$ cat config.mk
export PLATFORM = sky130hd
export DESIGN_NAME = watchdog_timer
export DESIGN_NICKNAME = d
export VERILOG_FILES = /design/src/hw/guard_pkg.sv /design/src/hw/guard_counter.sv /design/src/hw/guard_edge.sv /design/src/hw/watchdog_timer.sv
export SDC_FILE = /design/constraint.sdc
export NUM_CORES = 1
export LEC_CHECK = 0
export CORE_MARGIN = 2
export CORE_UTILIZATION = 63
export CTS_CLUSTER_DIAMETER = 120
export DETAILED_ROUTE_END_ITERATION = 6
export DONT_BUFFER_PORTS = 1
export PLACE_DENSITY = 0.79
export SYNTH_ARGS = -nofsm -noshare
export SYNTH_HDL_FRONTEND = slang
export SYNTH_SLANG_ARGS = --single-unit
$ cat constraint.sdc
create_clock -name REF_CLK_I -period 2.3 [get_ports REF_CLK_I]
set_clock_uncertainty 0.15 [all_clocks]
set_input_delay 0.115 -clock REF_CLK_I [delete_from_list [all_inputs] [get_ports REF_CLK_I]]
set_output_delay 0.115 -clock REF_CLK_I [all_outputs]
set_load 0.1 [all_outputs]
$ cat src/hw/guard_pkg.sv
// Constants, register map and timing for the watchdog block.
// Assumes a single 125 MHz clock and an AXI4-Lite register port.
// How it works
// - Watchdog stays disabled after power-up.
// - Count 1 kHz ticks, expire near two seconds.
// - Raise early-warning NMI at low-water point.
// - Any kick write restarts the count.
// - Freeze count during debug halt if enabled.
// - Hold count while 1 kHz reference stops.
// - Enable bit honoured only after enable code.
// - Disable bit honoured only after disable code.
// - Unarmed enable/disable writes are ignored.
// - Writes accepted only in privileged mode.
// - Registers live in always-on domain.
// - Expiry restarts system, records cause bit 3.
package guard_pkg;
	localparam logic [31:0] GUARD_CONFIG_ADDR = 32'h4000_6000;
	localparam logic [31:0] GUARD_ARMING_ADDR = 32'h4000_6004;
	localparam logic [31:0] GUARD_KICK_ADDR   = 32'h4000_6008;
	localparam logic [31:0] GUARD_IRQ_STAT_ADDR = 32'h4000_6040;
	localparam logic [31:0] GUARD_IRQ_MASK_ADDR = 32'h4000_6044;
	localparam logic [31:0] GUARD_CAUSE_ADDR    = 32'h4000_6048;
	localparam logic [31:0] GUARD_CTL_ADDR      = 32'h4000_604C;
	localparam logic [31:0] GUARD_CONFIG_RESET  = 32'h0000_0002;
	localparam int          EN_BIT    = 0;
	localparam int          DIS_BIT   = 1;
	localparam int          CAUSE_BIT = 3;
	localparam int          PAUSE_BIT = 0;
	localparam int          IRQ_WARN  = 0;
	localparam int          IRQ_EXPIRE = 1;
	localparam logic [15:0] ENABLE_CODE  = 16'hEABE;
	localparam logic [15:0] DISABLE_CODE = 16'hDEAD;
	localparam int          TICK_W       = 12;
	localparam logic [11:0] TIMEOUT_TICKS = 12'h0800;
	localparam logic [11:0] WARN_TICKS    = 12'h0700;
	localparam logic [1:0]  RESP_OKAY   = 2'h0;
	localparam logic [1:0]  RESP_SLVERR = 2'h2;
	localparam logic [2:0]  PROT_PRIV   = 3'h1;
	localparam logic [31:0] ZERO_WORD   = 32'h0000_0000;
	typedef enum logic [1:0] {
		ARM_NONE    = 2'b00,
		ARM_ENABLE  = 2'b01,
		ARM_DISABLE = 2'b11
	} arm_t;
endpackage

$ cat src/hw/guard_counter.sv
// Tick counter with restart, warning and expiry detection.
// Assumes tick_i is a one-cycle pulse per 1 kHz period.
`timescale 1ns/1ps
`default_nettype none
module guard_counter
	import guard_pkg::*;
(
	// Clock and reset
	input  wire logic              clk_i,
	input  wire logic              rst_n_i,
	// Control
	input  wire logic              run_i,
	input  wire logic              tick_i,
	input  wire logic              restart_i,
	// Status
	output logic [TICK_W-1:0]      count_o,
	output logic                   warn_o,
	output logic                   expire_o
);
	always_ff @(posedge clk_i or negedge rst_n_i) begin
		if (!rst_n_i) begin
			count_o <= '0;
		end else if (restart_i || !run_i) begin
			count_o <= '0;
		end else if (tick_i && count_o != TIMEOUT_TICKS) begin
			count_o <= count_o + 12'h001;
		end
	end

	assign warn_o   = run_i && tick_i && !restart_i && (count_o == WARN_TICKS - 12'h001);
	assign expire_o = run_i && tick_i && !restart_i && (count_o == TIMEOUT_TICKS - 12'h001);
endmodule
`default_nettype wire

$ cat src/hw/guard_edge.sv
// Rising-edge detector for a synchronous level such as the 1 kHz reference.
// Assumes the input is already synchronous to the clock.
`timescale 1ns/1ps
`default_nettype none
module guard_edge (
	// Clock and reset
	input  wire logic clk_i,
	input  wire logic rst_n_i,
	// Level in, pulse out
	input  wire logic level_i,
	output logic      rise_o
);
	logic prev;

	always_ff @(posedge clk_i or negedge rst_n_i) begin
		if (!rst_n_i) begin
			prev <= 1'b0;
		end else begin
			prev <= level_i;
		end
	end

	assign rise_o = level_i & ~prev;
endmodule
`default_nettype wire

$ cat src/hw/watchdog_timer.sv
// Watchdog timer top: AXI4-Lite slave, two-step enable logic and reset cause.
// Assumes all inputs synchronous to REF_CLK_I and reset from the always-on domain.
//
// Register access over AXI4-Lite is this design's own decision.
`timescale 1ns/1ps
`default_nettype none
module watchdog_timer
	import guard_pkg::*;
(
	// Clock and reset
	input  wire logic        REF_CLK_I,
	input  wire logic        RESET_N_I,
	// Write address channel
	input  wire logic [31:0] AWADDR_I,
	input  wire logic [2:0]  AWPROT_I,
	input  wire logic        AWVALID_I,
	output logic             AWREADY_O,
	// Write data channel
	input  wire logic [31:0] WDATA_I,
	input  wire logic [3:0]  WSTRB_I,
	input  wire logic        WVALID_I,
	output logic             WREADY_O,
	// Write response channel
	output logic [1:0]       BRESP_O,
	output logic             BVALID_O,
	input  wire logic        BREADY_I,
	// Read address channel
	input  wire logic [31:0] ARADDR_I,
	input  wire logic [2:0]  ARPROT_I,
	input  wire logic        ARVALID_I,
	output logic             ARREADY_O,
	// Read data channel
	output logic [31:0]      RDATA_O,
	output logic [1:0]       RRESP_O,
	output logic             RVALID_O,
	input  wire logic        RREADY_I,
	// Timing reference and debug
	input  wire logic        CALIBRATED_1KHZ_REF_I,
	input  wire logic        DEBUG_HALT_I,
	// Outputs
	output logic             EARLY_NMI_O,
	output logic             SYSTEM_RESTART_O,
	output logic             IRQ_O
);
	// ----------------------------------------------------------------
	// Write channel capture
	// ----------------------------------------------------------------
	logic        aw_held;
	logic        w_held;
	logic [31:0] aw_addr;
	logic [2:0]  aw_prot;
	logic [31:0] w_data;
	logic [3:0]  w_strb;
	logic        wr_go;
	logic        wr_priv;

	assign AWREADY_O = !aw_held && !BVALID_O;
	assign WREADY_O  = !w_held && !BVALID_O;
	assign wr_go     = aw_held && w_held && !BVALID_O;
	// Unprivileged writes complete with an error and change nothing.
	assign wr_priv   = (aw_prot & PROT_PRIV) != 3'h0;

	always_ff @(posedge REF_CLK_I or negedge RESET_N_I) begin
		if (!RESET_N_I) begin
			aw_held <= 1'b0;
			aw_addr <= ZERO_WORD;
			aw_prot <= 3'h0;
		end else if (AWVALID_I && AWREADY_O) begin
			aw_held <= 1'b1;
			aw_addr <= AWADDR_I;
			aw_prot <= AWPROT_I;
		end else if (wr_go) begin
			aw_held <= 1'b0;
		end
	end

	always_ff @(posedge REF_CLK_I or negedge RESET_N_I) begin
		if (!RESET_N_I) begin
			w_held <= 1'b0;
			w_data <= ZERO_WORD;
			w_strb <= 4'h0;
		end else if (WVALID_I && WREADY_O) begin
			w_held <= 1'b1;
			w_data <= WDATA_I;
			w_strb <= WSTRB_I;
		end else if (wr_go) begin
			w_held <= 1'b0;
		end
	end

	// ----------------------------------------------------------------
	// Write decode
	// ----------------------------------------------------------------
	logic wr_ok;
	logic wr_mapped;
	logic wr_config;
	logic wr_arming;
	logic wr_kick;
	logic wr_stat;
	logic wr_mask;
	logic wr_ctl;
	logic lo_bytes;

	assign wr_mapped = aw_addr == GUARD_CONFIG_ADDR || aw_addr == GUARD_ARMING_ADDR
		|| aw_addr == GUARD_KICK_ADDR || aw_addr == GUARD_IRQ_STAT_ADDR
		|| aw_addr == GUARD_IRQ_MASK_ADDR || aw_addr == GUARD_CAUSE_ADDR
		|| aw_addr == GUARD_CTL_ADDR;
	assign wr_ok     = wr_go && wr_priv && wr_mapped;
	assign lo_bytes  = w_strb[1:0] == 2'b11;
	assign wr_config = wr_ok && aw_addr == GUARD_CONFIG_ADDR && w_strb[0];
	assign wr_arming = wr_ok && aw_addr == GUARD_ARMING_ADDR && lo_bytes;
	// A kick counts whatever the data or byte lanes.
	assign wr_kick   = wr_ok && aw_addr == GUARD_KICK_ADDR;
	assign wr_stat   = wr_ok && aw_addr == GUARD_IRQ_STAT_ADDR && w_strb[0];
	assign wr_mask   = wr_ok && aw_addr == GUARD_IRQ_MASK_ADDR && w_strb[0];
	assign wr_ctl    = wr_ok && aw_addr == GUARD_CTL_ADDR && w_strb[0];

	always_ff @(posedge REF_CLK_I or negedge RESET_N_I) begin
		if (!RESET_N_I) begin
			BVALID_O <= 1'b0;
			BRESP_O  <= RESP_OKAY;
		end else if (wr_go) begin
			BVALID_O <= 1'b1;
			BRESP_O  <= (wr_priv && wr_mapped) ? RESP_OKAY : RESP_SLVERR;
		end else if (BREADY_I) begin
			BVALID_O <= 1'b0;
		end
	end

	// ----------------------------------------------------------------
	// Arming and enable state
	// ----------------------------------------------------------------
	arm_t arm;
	logic enabled;
	logic debug_halt_freeze;
	logic take_en;
	logic take_dis;

	// State here sits on the always-on reset, so it survives core power-down.
	assign take_en  = wr_config && w_data[EN_BIT] && arm == ARM_ENABLE;
	assign take_dis = wr_config && w_data[DIS_BIT] && arm == ARM_DISABLE;

	always_ff @(posedge REF_CLK_I or negedge RESET_N_I) begin
		if (!RESET_N_I) begin
			arm <= ARM_NONE;
		end else if (take_en || take_dis) begin
			arm <= ARM_NONE;
		end else if (wr_arming) begin
			case (w_data[15:0])
				ENABLE_CODE:  arm <= ARM_ENABLE;
				DISABLE_CODE: arm <= ARM_DISABLE;
				default:      arm <= ARM_NONE;
			endcase
		end
	end

	always_ff @(posedge REF_CLK_I or negedge RESET_N_I) begin
		if (!RESET_N_I) begin
			enabled <= 1'b0;
		end else if (take_dis) begin
			enabled <= 1'b0;
		end else if (take_en) begin
			enabled <= 1'b1;
		end
	end

	always_ff @(posedge REF_CLK_I or negedge RESET_N_I) begin
		if (!RESET_N_I) begin
			debug_halt_freeze <= 1'b0;
		end else if (wr_ctl) begin
			debug_halt_freeze <= w_data[PAUSE_BIT];
		end
	end

	// ----------------------------------------------------------------
	// Counting
	// ----------------------------------------------------------------
	logic              ref_rise;
	logic              tick;
	logic              warn;
	logic              expire;
	logic [TICK_W-1:0] count;

	guard_edge u_edge (
		.clk_i   (REF_CLK_I),
		.rst_n_i (RESET_N_I),
		.level_i (CALIBRATED_1KHZ_REF_I),
		.rise_o  (ref_rise)
	);

	// No reference edges means no ticks, so a stopped oscillator holds the count.
	assign tick = ref_rise && !(debug_halt_freeze && DEBUG_HALT_I);

	guard_counter u_count (
		.clk_i     (REF_CLK_I),
		.rst_n_i   (RESET_N_I),
		.run_i     (enabled),
		.tick_i    (tick),
		.restart_i (wr_kick),
		.count_o   (count),
		.warn_o    (warn),
		.expire_o  (expire)
	);

	// ----------------------------------------------------------------
	// Events, cause and interrupt
	// ----------------------------------------------------------------
	logic [1:0] irq_stat;
	logic [1:0] irq_mask;
	logic       cause;
	logic [1:0] events;

	assign events = {expire, warn};

	always_ff @(posedge REF_CLK_I or negedge RESET_N_I) begin
		if (!RESET_N_I) begin
			EARLY_NMI_O      <= 1'b0;
			SYSTEM_RESTART_O <= 1'b0;
		end else begin
			EARLY_NMI_O      <= warn;
			SYSTEM_RESTART_O <= expire;
		end
	end

	// Set wins over a write-one clear in the same cycle.
	always_ff @(posedge REF_CLK_I or negedge RESET_N_I) begin
		if (!RESET_N_I) begin
			irq_stat <= 2'b00;
		end else begin
			irq_stat <= (irq_stat & ~(wr_stat ? w_data[1:0] : 2'b00)) | events;
		end
	end

	always_ff @(posedge REF_CLK_I or negedge RESET_N_I) begin
		if (!RESET_N_I) begin
			irq_mask <= 2'b00;
		end else if (wr_mask) begin
			irq_mask <= w_data[1:0];
		end
	end

	// The cause bit survives the restart pulse; software clears it by writing one.
	always_ff @(posedge REF_CLK_I or negedge RESET_N_I) begin
		if (!RESET_N_I) begin
			cause <= 1'b0;
		end else if (expire) begin
			cause <= 1'b1;
		end else if (wr_ok && aw_addr == GUARD_CAUSE_ADDR && w_data[CAUSE_BIT]) begin
			cause <= 1'b0;
		end
	end

	assign IRQ_O = (irq_stat & irq_mask) != 2'b00;

	// ----------------------------------------------------------------
	// Read channel
	// ----------------------------------------------------------------
	logic [31:0] rd_word;
	logic        rd_hit;

	assign ARREADY_O = !RVALID_O;

	always_comb begin
		rd_word = ZERO_WORD;
		rd_hit  = 1'b1;
		case (ARADDR_I)
			GUARD_CONFIG_ADDR:   rd_word = {30'h0, !enabled, enabled};
			GUARD_ARMING_ADDR:   rd_word = ZERO_WORD;
			GUARD_KICK_ADDR:     rd_word = ZERO_WORD;
			GUARD_IRQ_STAT_ADDR: rd_word = {30'h0, irq_stat};
			GUARD_IRQ_MASK_ADDR: rd_word = {30'h0, irq_mask};
			GUARD_CAUSE_ADDR:    rd_word = {28'h0, cause, 3'h0};
			GUARD_CTL_ADDR:      rd_word = {20'h0, count[TICK_W-1:1], debug_halt_freeze};
			default:             rd_hit  = 1'b0;
		endcase
	end

	always_ff @(posedge REF_CLK_I or negedge RESET_N_I) begin
		if (!RESET_N_I) begin
			RVALID_O <= 1'b0;
			RDATA_O  <= ZERO_WORD;
			RRESP_O  <= RESP_OKAY;
		end else if (ARVALID_I && ARREADY_O) begin
			RVALID_O <= 1'b1;
			RDATA_O  <= rd_word;
			RRESP_O  <= rd_hit ? RESP_OKAY : RESP_SLVERR;
		end else if (RREADY_I) begin
			RVALID_O <= 1'b0;
		end
	end
endmodule
`default_nettype wire

==> results of run 1 <==
[metrics by stage]
stage	setup slack, ns	util (%)	total power, mW	cell area [um2]
3_3_place_gp	0.266	67.2	3.92	4520
4_1_cts	0.203	80.5	5.32	5410
5_1_grt	0.0481	80.5	5.63	5410
2_1_floorplan	0.0190	-	3.74	4450
3_5_place_dp	0.230	67.2	4.00	4520
6_report	0.112	80.5	5.40	5410
[critical path: stages, from the launching register on]
cell	delay, ns
dfrtp_1	0.42
nor4bb_1	0.41
nand4_1	0.26
nor3_4	0.22
buf_4	0.19
a31o_2	0.33
nor2_1	0.09
[cell usage after synthesis, types with 3 or more instances]
| cell | number | area (um2) |
|---|---|---|
| nor3_4 | 3 | 48.8 |
| nor3_1 | 4 | 20.0 |
| a21oi_1 | 5 | 25.0 |
| a31oi_1 | 4 | 25.0 |
| nand3_1 | 7 | 35.0 |
| mux2_2 | 54 | 608 |
| buf_2 | 6 | 30.0 |
| nand2_1 | 13 | 48.8 |
| inv_1 | 9 | 33.8 |
| nor4b_1 | 4 | 35.0 |
| o21ai_0 | 4 | 20.0 |
| nor2_1 | 22 | 82.6 |
| xnor2_1 | 3 | 26.3 |
| a21o_1 | 3 | 22.5 |
| dfrtp_1 | 93 | 2330 |
| nand4b_1 | 5 | 43.8 |
| nor4_1 | 6 | 37.5 |
| and2_1 | 3 | 18.8 |
| and3_1 | 4 | 25.0 |
| xor2_1 | 7 | 61.3 |
| nand4_1 | 7 | 43.8 |
| a22o_1 | 10 | 87.6 |
| nor4bb_1 | 3 | 30.0 |
| mux2i_1 | 4 | 40.0 |
| clkbuf_1 | 4 | 15.0 |
| buf_4 | 22 | 165 |
[layout make-up]
class	instances	area (um2)	area share [%]
clock buffers	9	124	2.29
clock inverters	7	105	1.94
well taps	80	100	1.85
inverters	9	37.5	0.694
repair buffers	90	853	15.8
multi-input cells	230	1850	34.3
flip-flops and latches	93	2330	43.2
[metal layers]
layer	vias up	share of wire, %	global-route usage [%]
met2	95	52	46.6
li1	1394	-	-
met3	21	5.0	5.88
met5	-	0	0
met1	1495	40	31.6
met4	0	2.5	11.8
[registers in the layout, indices dropped and copies added, names as in the netlist, 2 cells and up]
signal and flops:
arm 2, w_data 16, u_count.count_o 12, w_strb 2, irq_stat 2, aw_addr 32, irq_mask 2, RDATA_O 12
[cell families after synthesis]
kind of cell    after synthesis  synth area share, %
buf+inv                      42                 5.88
xor+xnor                     10                 2.02
simple gates                 98                 15.0
compound gates               39                 7.55
flops                        93                 53.6
mux                          59                 15.3
fa+ha+maj                     2                0.577
other cells                   1               0.0864
[path summary, 6_finish.rpt]
| kind | startpoint | end | slack, ns | cells after the start |
|---|---|---|---|---|
| worst max-delay path | aw_addr[18]$_DFFE_PN0P_ | u_count.count_o[5]$_DFFE_PN0P_ | 0.11 | 6 |
| worst min-delay path | RESET_N_I | RDATA_O[1]$_DFFE_PN0P_ | -0.72 | 0 |
| worst max register to register | aw_addr[18]$_DFFE_PN0P_ | u_count.count_o[5]$_DFFE_PN0P_ | 0.11 | 6 |
| worst min register to register | arm[0]$_DFFE_PN0P_ | arm[0]$_DFFE_PN0P_ | 0.34 | 1 |
| max in group asynchronous | RESET_N_I | BVALID_O$_DFFE_PN0P_ | 2.54 | 0 |
| min in group REF_CLK_I | ARVALID_I | RRESP_O[1]$_DFFE_PN0P_ | 0.03 | 3 |
[power by group through the flow]
stage                     clock network (mW)  logic, mW  registers, mW
after floorplan                            0       1.21           2.53
after global placement                     0       1.42           2.50
after detailed placement                   0       1.47           2.54
after CTS                               1.25       1.56           2.51
after global routing                    1.33       1.70           2.61
final                                   1.24       1.61           2.54
==> results.json, run 1 <==
{
  "die_area_mm2": 0.00757,
  "postCtsHoldBufs": 66,
  "hold_class": "primary input to asynchronous set/reset pin",
  "leakage_nw": 2.38,
  "vias": 3005,
  "track_usage_pct": 26.7,
  "core_area_mm2": 0.00672,
  "period_needed_ns": 2.19,
  "cts_root_buf": "clkbuf_8",
  "cts_resized": 0,
  "crit_path_end_kind": "flip-flop",
  "async_flop_share_pct": 100,
  "routed_wl_mm": 9.51,
  "clkTransAtPathRegs_ns": 0.10,
  "drc_errors": 0,
  "ys_warn_count": 0,
  "clkLatencyLatePin_ns": 0.37,
  "synth-edff-count": 0,
  "numCtsBuffers": 9,
  "slew_violations": 0,
  "violations": "negative hold slack",
  "pwr-share-clk_pct": 23.1,
  "slew_headroom_pct": 40.1,
  "yosysSeqAreaShare_pct": 53.6,
  "path_class": "flip-flop to flip-flop",
  "p_sw_mw": 1.90,
  "dp_hpwl_mm": 5.64,
  "cts_tree": "built",
  "postSynthAreaPerCell_um2": 12.6,
  "die_w_um": 87.0,
  "syn_to_final_growth_pct": 24.6,
  "path_max_fanout": 12,
  "arrival_ns": 2.29,
  "cp.required_ns": 2.40,
  "hold_viol": 93,
  "synth_seq_cells": 93,
  "diodes": 0,
  "ant_nets": 0,
  "ys.flop_type": "dfrtp_1",
  "clock_sinks": 93,
  "routabilityCongestion": 0.804,
  "grt_antenna_before_repair": 0,
  "power.density_mw_per_mm2": 999,
  "grt_max_degree": 94,
  "switching_share_pct": 35.2,
  "seq_power_share_pct": 47.1,
  "status": "complete, but fails checks",
  "tightestPinTransition_ns": 0.899,
  "routed_via_density": 5.80,
  "drive_above_1_share_pct": 27.2,
  "synthDistinctLibCells": 53,
  "overflow": 0,
  "holdWs_ns": -0.716,
  "io_pins": 159,
  "critPathLaunchType": "flip-flop",
  "final_nets": 550,
  "drv_cap": 0,
  "grt_pass1_wl_mm": 15.4,
  "layout_commonest_cell": "dfrtp_1",
  "tns_ns": 0,
  "p_comb_share_pct": 29.8,
  "clockBufferDepth": 2,
  "syn_area_mm2": 0.00434,
  "setup_violations": 0,
  "final_cells": 518,
  "vdd.ir_drop.worst_mv": 1.22,
  "io_buffers": 0,
  "fmax_mhz": 457,
  "p_int_mw": 3.50,
  "dp.cells": 436,
  "final_cell_mix": "dfrtp_1, dlygate4sd3_1, mux2_2",
  "drtPass1Iterations": 4,
  "htree_levels": 3,
  "start_util_pct": 64.6,
  "cts_setup_buffers": 0,
  "fin_crit_sh_pct": 95.1,
  "num_rows": 30,
  "die_height_um": 87.0,
  "wire_per_inst_um": 18.4,
  "fill_cells": 400,
  "syn_inst": 344,
  "rsz0062_at_grt": "false",
  "drt-initial-drc-count": 102,
  "grt_pass1_vias": 3200
}
(Power assumes the default switching activity.)
==> inputs of run 2 (changes only) <==
- HOLD_SLACK_MARGIN: not set -> 0.1
==> run 2 against run 1 <==
Net effect: the flow still finishes with violations (negative hold slack); non-clock buffer count up 4; critical path depth unchanged; first-iteration DRC count down 13%; final area up 0.86%; worst setup slack better by 0.0022 ns; via count up 0.57%; sequential cell count unchanged; sequential power about the same; routed wire length up 0.72%; largest cell class unchanged.
==> results.json, run 2 (synthesized netlist as in run 1, its figures left out) <==
{
  "final_cell_mix": "dfrtp_1, dlygate4sd3_1, mux2_2",
  "clkTransAtPathRegs_ns": 0.10,
  "final_nets": 554,
  "fmax_mhz": 458,
  "routabilityCongestion": 0.804,
  "cp.required_ns": 2.40,
  "grt_pass1_wl_mm": 15.4,
  "final_util_pct": 81.2,
  "status": "complete, but fails checks",
  "cp_cell_sequence": "nor4bb_1 -> nand4_1 -> nor3_4 -> buf_4 -> a31o_2 -> nor2_1",
  "tightestPinTransition_ns": 0.898,
  "grt_antenna_before_repair": 0,
  "path_class": "flip-flop to flip-flop",
  "slew_violations": 0,
  "clkLatencyLatePin_ns": 0.37,
  "tns_ns": 0,
  "setup_ws_ns": 0.114,
  "hold_viol": 93,
  "crit_family": "simple AND/OR/NAND/NOR gates",
  "numCtsBuffers": 9,
  "clockBufferDepth": 2,
  "io_pins": 159,
  "num_rows": 30,
  "max_stage_delay_ns": 0.42,
  "leakage_nw": 2.41,
  "fill_cells": 392,
  "crit_path_end_kind": "flip-flop",
  "wire_per_inst_um": 18.3,
  "setup_violations": 0,
  "regMostFlops": "aw_addr",
  "drt-initial-drc-count": 89,
  "cts_tree": "built",
  "hold_class": "primary input to asynchronous set/reset pin",
  "diodes": 0,
  "final_cells": 522,
  "period_needed_ns": 2.19,
  "overflow": 0,
  "drv_cap": 0,
  "slew_headroom_pct": 40.2,
  "placed_cell_area_mm2": 0.00452,
  "drtPass1Iterations": 4,
  "dp_hpwl_mm": 5.64,
  "path_max_fanout": 12,
  "rsz0062_at_grt": "false",
  "clock_sinks": 93,
  "arrival_ns": 2.29,
  "htree_levels": 3,
  "layout_commonest_cell": "dfrtp_1",
  "syn_to_final_growth_pct": 25.7,
  "fin_crit_sh_pct": 95.0,
  "drive_above_1_share_pct": 26.9,
  "reg.largest.list": "aw_addr: 32 flops, w_data: 16 flops",
  "cp_slowest_cell": "dfrtp_1",
  "critPathLaunchType": "flip-flop",
  "holdWs_ns": -0.716,
  "io_buffers": 0,
  "violations": "negative hold slack",
  "die_w_um": 87.0,
  "dp.cells": 436,
  "vias": 3022,
  "die_height_um": 87.0,
  "cts_root_buf": "clkbuf_8",
  "dp_slack_ns": 0.230,
  "die_area_mm2": 0.00757,
  "totalPowerFinal_mw": 5.43,
  "routed_via_density": 5.79,
  "fin_area_mm2": 0.00545,
  "grt_pass1_vias": 3192,
  "routed_wl_mm": 9.58,
  "postCtsHoldBufs": 70,
  "path_buf_inv": 1,
  "ant_nets": 0,
  "track_usage_pct": 26.8,
  "core_area_mm2": 0.00672,
  "largest_reg_flops": 32,
  "drc_errors": 0,
  "grt_max_degree": 94,
  "vdd.ir_drop.worst_mv": 1.22,
  "power.density_mw_per_mm2": 996,
  "start_util_pct": 64.6
}
==> run 2: path summary, 6_finish.rpt <==
kind | startpoint | to | slack [ns] | depth (start not counted)
min | RESET_N_I | RDATA_O[1]$_DFFE_PN0P_ | -0.72 | 0
max in group asynchronous | RESET_N_I | BVALID_O$_DFFE_PN0P_ | 2.54 | 0
max | aw_addr[18]$_DFFE_PN0P_ | u_count.count_o[5]$_DFFE_PN0P_ | 0.11 | 6
min in group REF_CLK_I | WVALID_I | w_data[8]$_DFFE_PN0P_ | 0.15 | 3
min reg2reg | arm[0]$_DFFE_PN0P_ | arm[0]$_DFFE_PN0P_ | 0.34 | 1
max reg2reg | aw_addr[18]$_DFFE_PN0P_ | u_count.count_o[5]$_DFFE_PN0P_ | 0.11 | 6
==> run 2: what timing repair did <==
action,4_1_cts,5_1_grt
endpoints found under the hold margin,179,93
setup buffers,0,0
gates resized for setup,0,2
setup endpoints to repair,0,2
==> run 2: area by class of cell <==
class,count,area [um2],share of cell area [%]
Sequential cell,93,2330,42.8
Tap cell,80,100,1.84
Clock inverter,7,105,1.93
Timing Repair Buffer,94,900,16.5
Clock buffer,9,124,2.27
Inverter,9,37.5,0.688
Multi-Input combinational cell,230,1850,34.0
==> run 2: worst register-to-register path, delay by kind of cell (launching register included) <==
kind	cells	cell delay, ns
AND/OR/NAND/NOR	4	0.98
flip-flops	1	0.42
AO/OA/AOI/OAI	1	0.33
buffers and inverters	1	0.19
==> run 2: power by group <==
part / switching (mW) / internal [mW]
combinational: 0.886 / 0.752
clock: 0.617 / 0.629
sequential: 0.410 / 2.14
==> run 2: per-layer routing <==
layer | global-route usage, % | share of wire, %
met5 | 0 | 0
met4 | 11.5 | 2.5
met3 | 5.69 | 5.3
met2 | 47.0 | 52
met1 | 31.7 | 40
==> inputs of run 3 (changes only) <==
- RECOVER_POWER: not set -> 100
==> run 3 against run 2 <==
Net effect: non-clock buffer count is the same; critical endpoint is now RDATA_O[0]$_DFFE_PN0P_; global-route usage is the same; register-to-register slack worse by 0.03 ns; the flow still finishes with violations (negative hold slack); final area shrank 1.7%; die area unchanged; via count decreased by 0.20%; hold slack better by 0.0023 ns; sequential cell count did not move; core utilization decreased by 1.4 points.
==> results.json, run 3 (synthesized netlist as in run 1, its figures left out) <==
{
  "largest_reg_flops": 32,
  "io_pins": 159,
  "die_area_mm2": 0.00757,
  "arrival_ns": 2.37,
  "drtPass1Iterations": 4,
  "vdd.ir_drop.worst_mv": 1.19,
  "drt-initial-drc-count": 88,
  "grt_pass1_vias": 3192,
  "reg.largest.list": "aw_addr: 32 flops, w_data: 16 flops",
  "rsz0062_at_grt": "false",
  "wire_per_inst_um": 18.4,
  "final_cell_mix": "dfrtp_1, dlygate4sd3_1, mux2_2",
  "numCtsBuffers": 9,
  "grt_antenna_before_repair": 0,
  "routed_wl_mm": 9.59,
  "max_stage_delay_ns": 0.88,
  "slew_headroom_pct": 17.9,
  "routed_via_density": 5.78,
  "io_buffers": 0,
  "leakage_nw": 2.33,
  "cts_tree": "built",
  "crit_family": "buffers and inverters",
  "core_area_mm2": 0.00672,
  "holdWs_ns": -0.713,
  "slew_violations": 0,
  "status": "complete, but fails checks",
  "clock_sinks": 93,
  "tns_ns": 0,
  "path_buf_inv": 2,
  "dp_hpwl_mm": 5.64,
  "clkLatencyLatePin_ns": 0.37,
  "vias": 3016,
  "cp_slowest_cell": "clkbuf_1",
  "fin_crit_sh_pct": 96.4,
  "cts_setup_buffers": 0,
  "cp.required_ns": 2.45,
  "htree_levels": 3,
  "path_class": "flip-flop to flip-flop",
  "routabilityCongestion": 0.804,
  "path_max_fanout": 2,
  "power.density_mw_per_mm2": 1000,
  "drc_errors": 0,
  "crit_start": "RDATA_O[0]$_DFFE_PN0P_",
  "cp_cell_sequence": "clkbuf_1 -> nand2_1 -> o31ai_1 -> dlygate4sd3_1",
  "diodes": 0,
  "postCtsHoldBufs": 70,
  "setup_violations": 0,
  "final_nets": 554,
  "grt_max_degree": 94,
  "final_cells": 522,
  "clkTransAtPathRegs_ns": 0.09,
  "drv_cap": 0,
  "hold_viol": 93,
  "period_needed_ns": 2.22,
  "start_util_pct": 64.6,
  "track_usage_pct": 26.8,
  "die_height_um": 87.0,
  "grt_pass1_wl_mm": 15.4,
  "tightestPinTransition_ns": 1.23,
  "die_w_um": 87.0,
  "crit-reg2reg-launch": "RDATA_O[0]$_DFFE_PN0P_",
  "ant_nets": 0,
  "hold_class": "primary input to asynchronous set/reset pin",
  "clockBufferDepth": 2,
  "dp.cells": 436,
  "overflow": 0,
  "num_rows": 30,
  "drive_above_1_share_pct": 23.3,
  "violations": "negative hold slack",
  "fmax_mhz": 451,
  "crit_path_end_kind": "flip-flop",
  "layout_commonest_cell": "dfrtp_1",
  "critPathLaunchType": "flip-flop",
  "syn_to_final_growth_pct": 23.5,
  "regMostFlops": "aw_addr",
  "cts_root_buf": "clkbuf_8"
}
==> run 3: changes by cell type in the layout (fill, tap and decap cells not counted), moves of 2 or more <==
cell	before	now
buf_4	22	5
clkbuf_1	0	13
clkbuf_2	0	4
mux2_1	0	2
nor3_2	0	2
nor3_4	3	1
==> run 3: power breakdown <==
group	total [mW]	switching, mW	internal [mW]	leakage (nW)
clock network	1.25	0.621	0.629	0.112
logic	1.59	0.878	0.714	1.05
registers	2.54	0.405	2.14	1.17
total	5.38	1.90	3.48	2.33
==> run 3: path summary, 6_finish.rpt <==
| check | slack [ns] | cells after the start | end |
|---|---|---|---|
| max | 0.08 | 4 | RDATA_O[0]$_DFFE_PN0P_ |
| min | -0.71 | 0 | RDATA_O[1]$_DFFE_PN0P_ |
| min in group REF_CLK_I | 0.19 | 3 | w_data[8]$_DFFE_PN0P_ |
| min reg2reg | 0.34 | 1 | arm[0]$_DFFE_PN0P_ |
| max reg2reg | 0.08 | 4 | RDATA_O[0]$_DFFE_PN0P_ |
| max in group asynchronous | 2.54 | 0 | BVALID_O$_DFFE_PN0P_ |
==> run 3: routing by layer <==
metal | wire, um | GRT usage, % | up-vias
met1 | 3870 | 31.7 | 1496
li1 | - | - | 1401
met2 | 4980 | 47.0 | 100
met4 | 212 | 11.5 | 0
met3 | 521 | 5.69 | 19
met5 | 0 | 0 | -
==> run 3: what timing repair did <==
| action | CTS | global route |
|---|---|---|
| endpoints found under the setup margin | 0 | 2 |
| endpoints found under the hold margin | 179 | 93 |
| resized for setup | 0 | 2 |
==> run 3: stage by stage <==
step | setup slack (ns) | power (mW) | hold WS, ns | cell area, um2 | utilization, %
final | 0.0824 | 5.38 | -0.713 | 5360 | 79.8
after detailed placement | 0.230 | 4.00 | -0.329 | 4520 | 67.2
after global routing | 0.0103 | 5.61 | -0.739 | 5360 | 79.8
after CTS | 0.0664 | 5.34 | -0.729 | 5450 | 81.1
after global placement | 0.266 | 3.92 | -0.328 | 4520 | 67.2
after floorplan | 0.0190 | 3.74 | -0.331 | 4450 | -
==> run 3: layout make-up <==
cell class	count	area, um2
multi-input combinational	230	1830
tap	80	100
sequential	93	2330
clock buffer	9	124
inverter	9	35.0
timing repair buffer	94	828
clock inverter	7	105
fill	413	1360
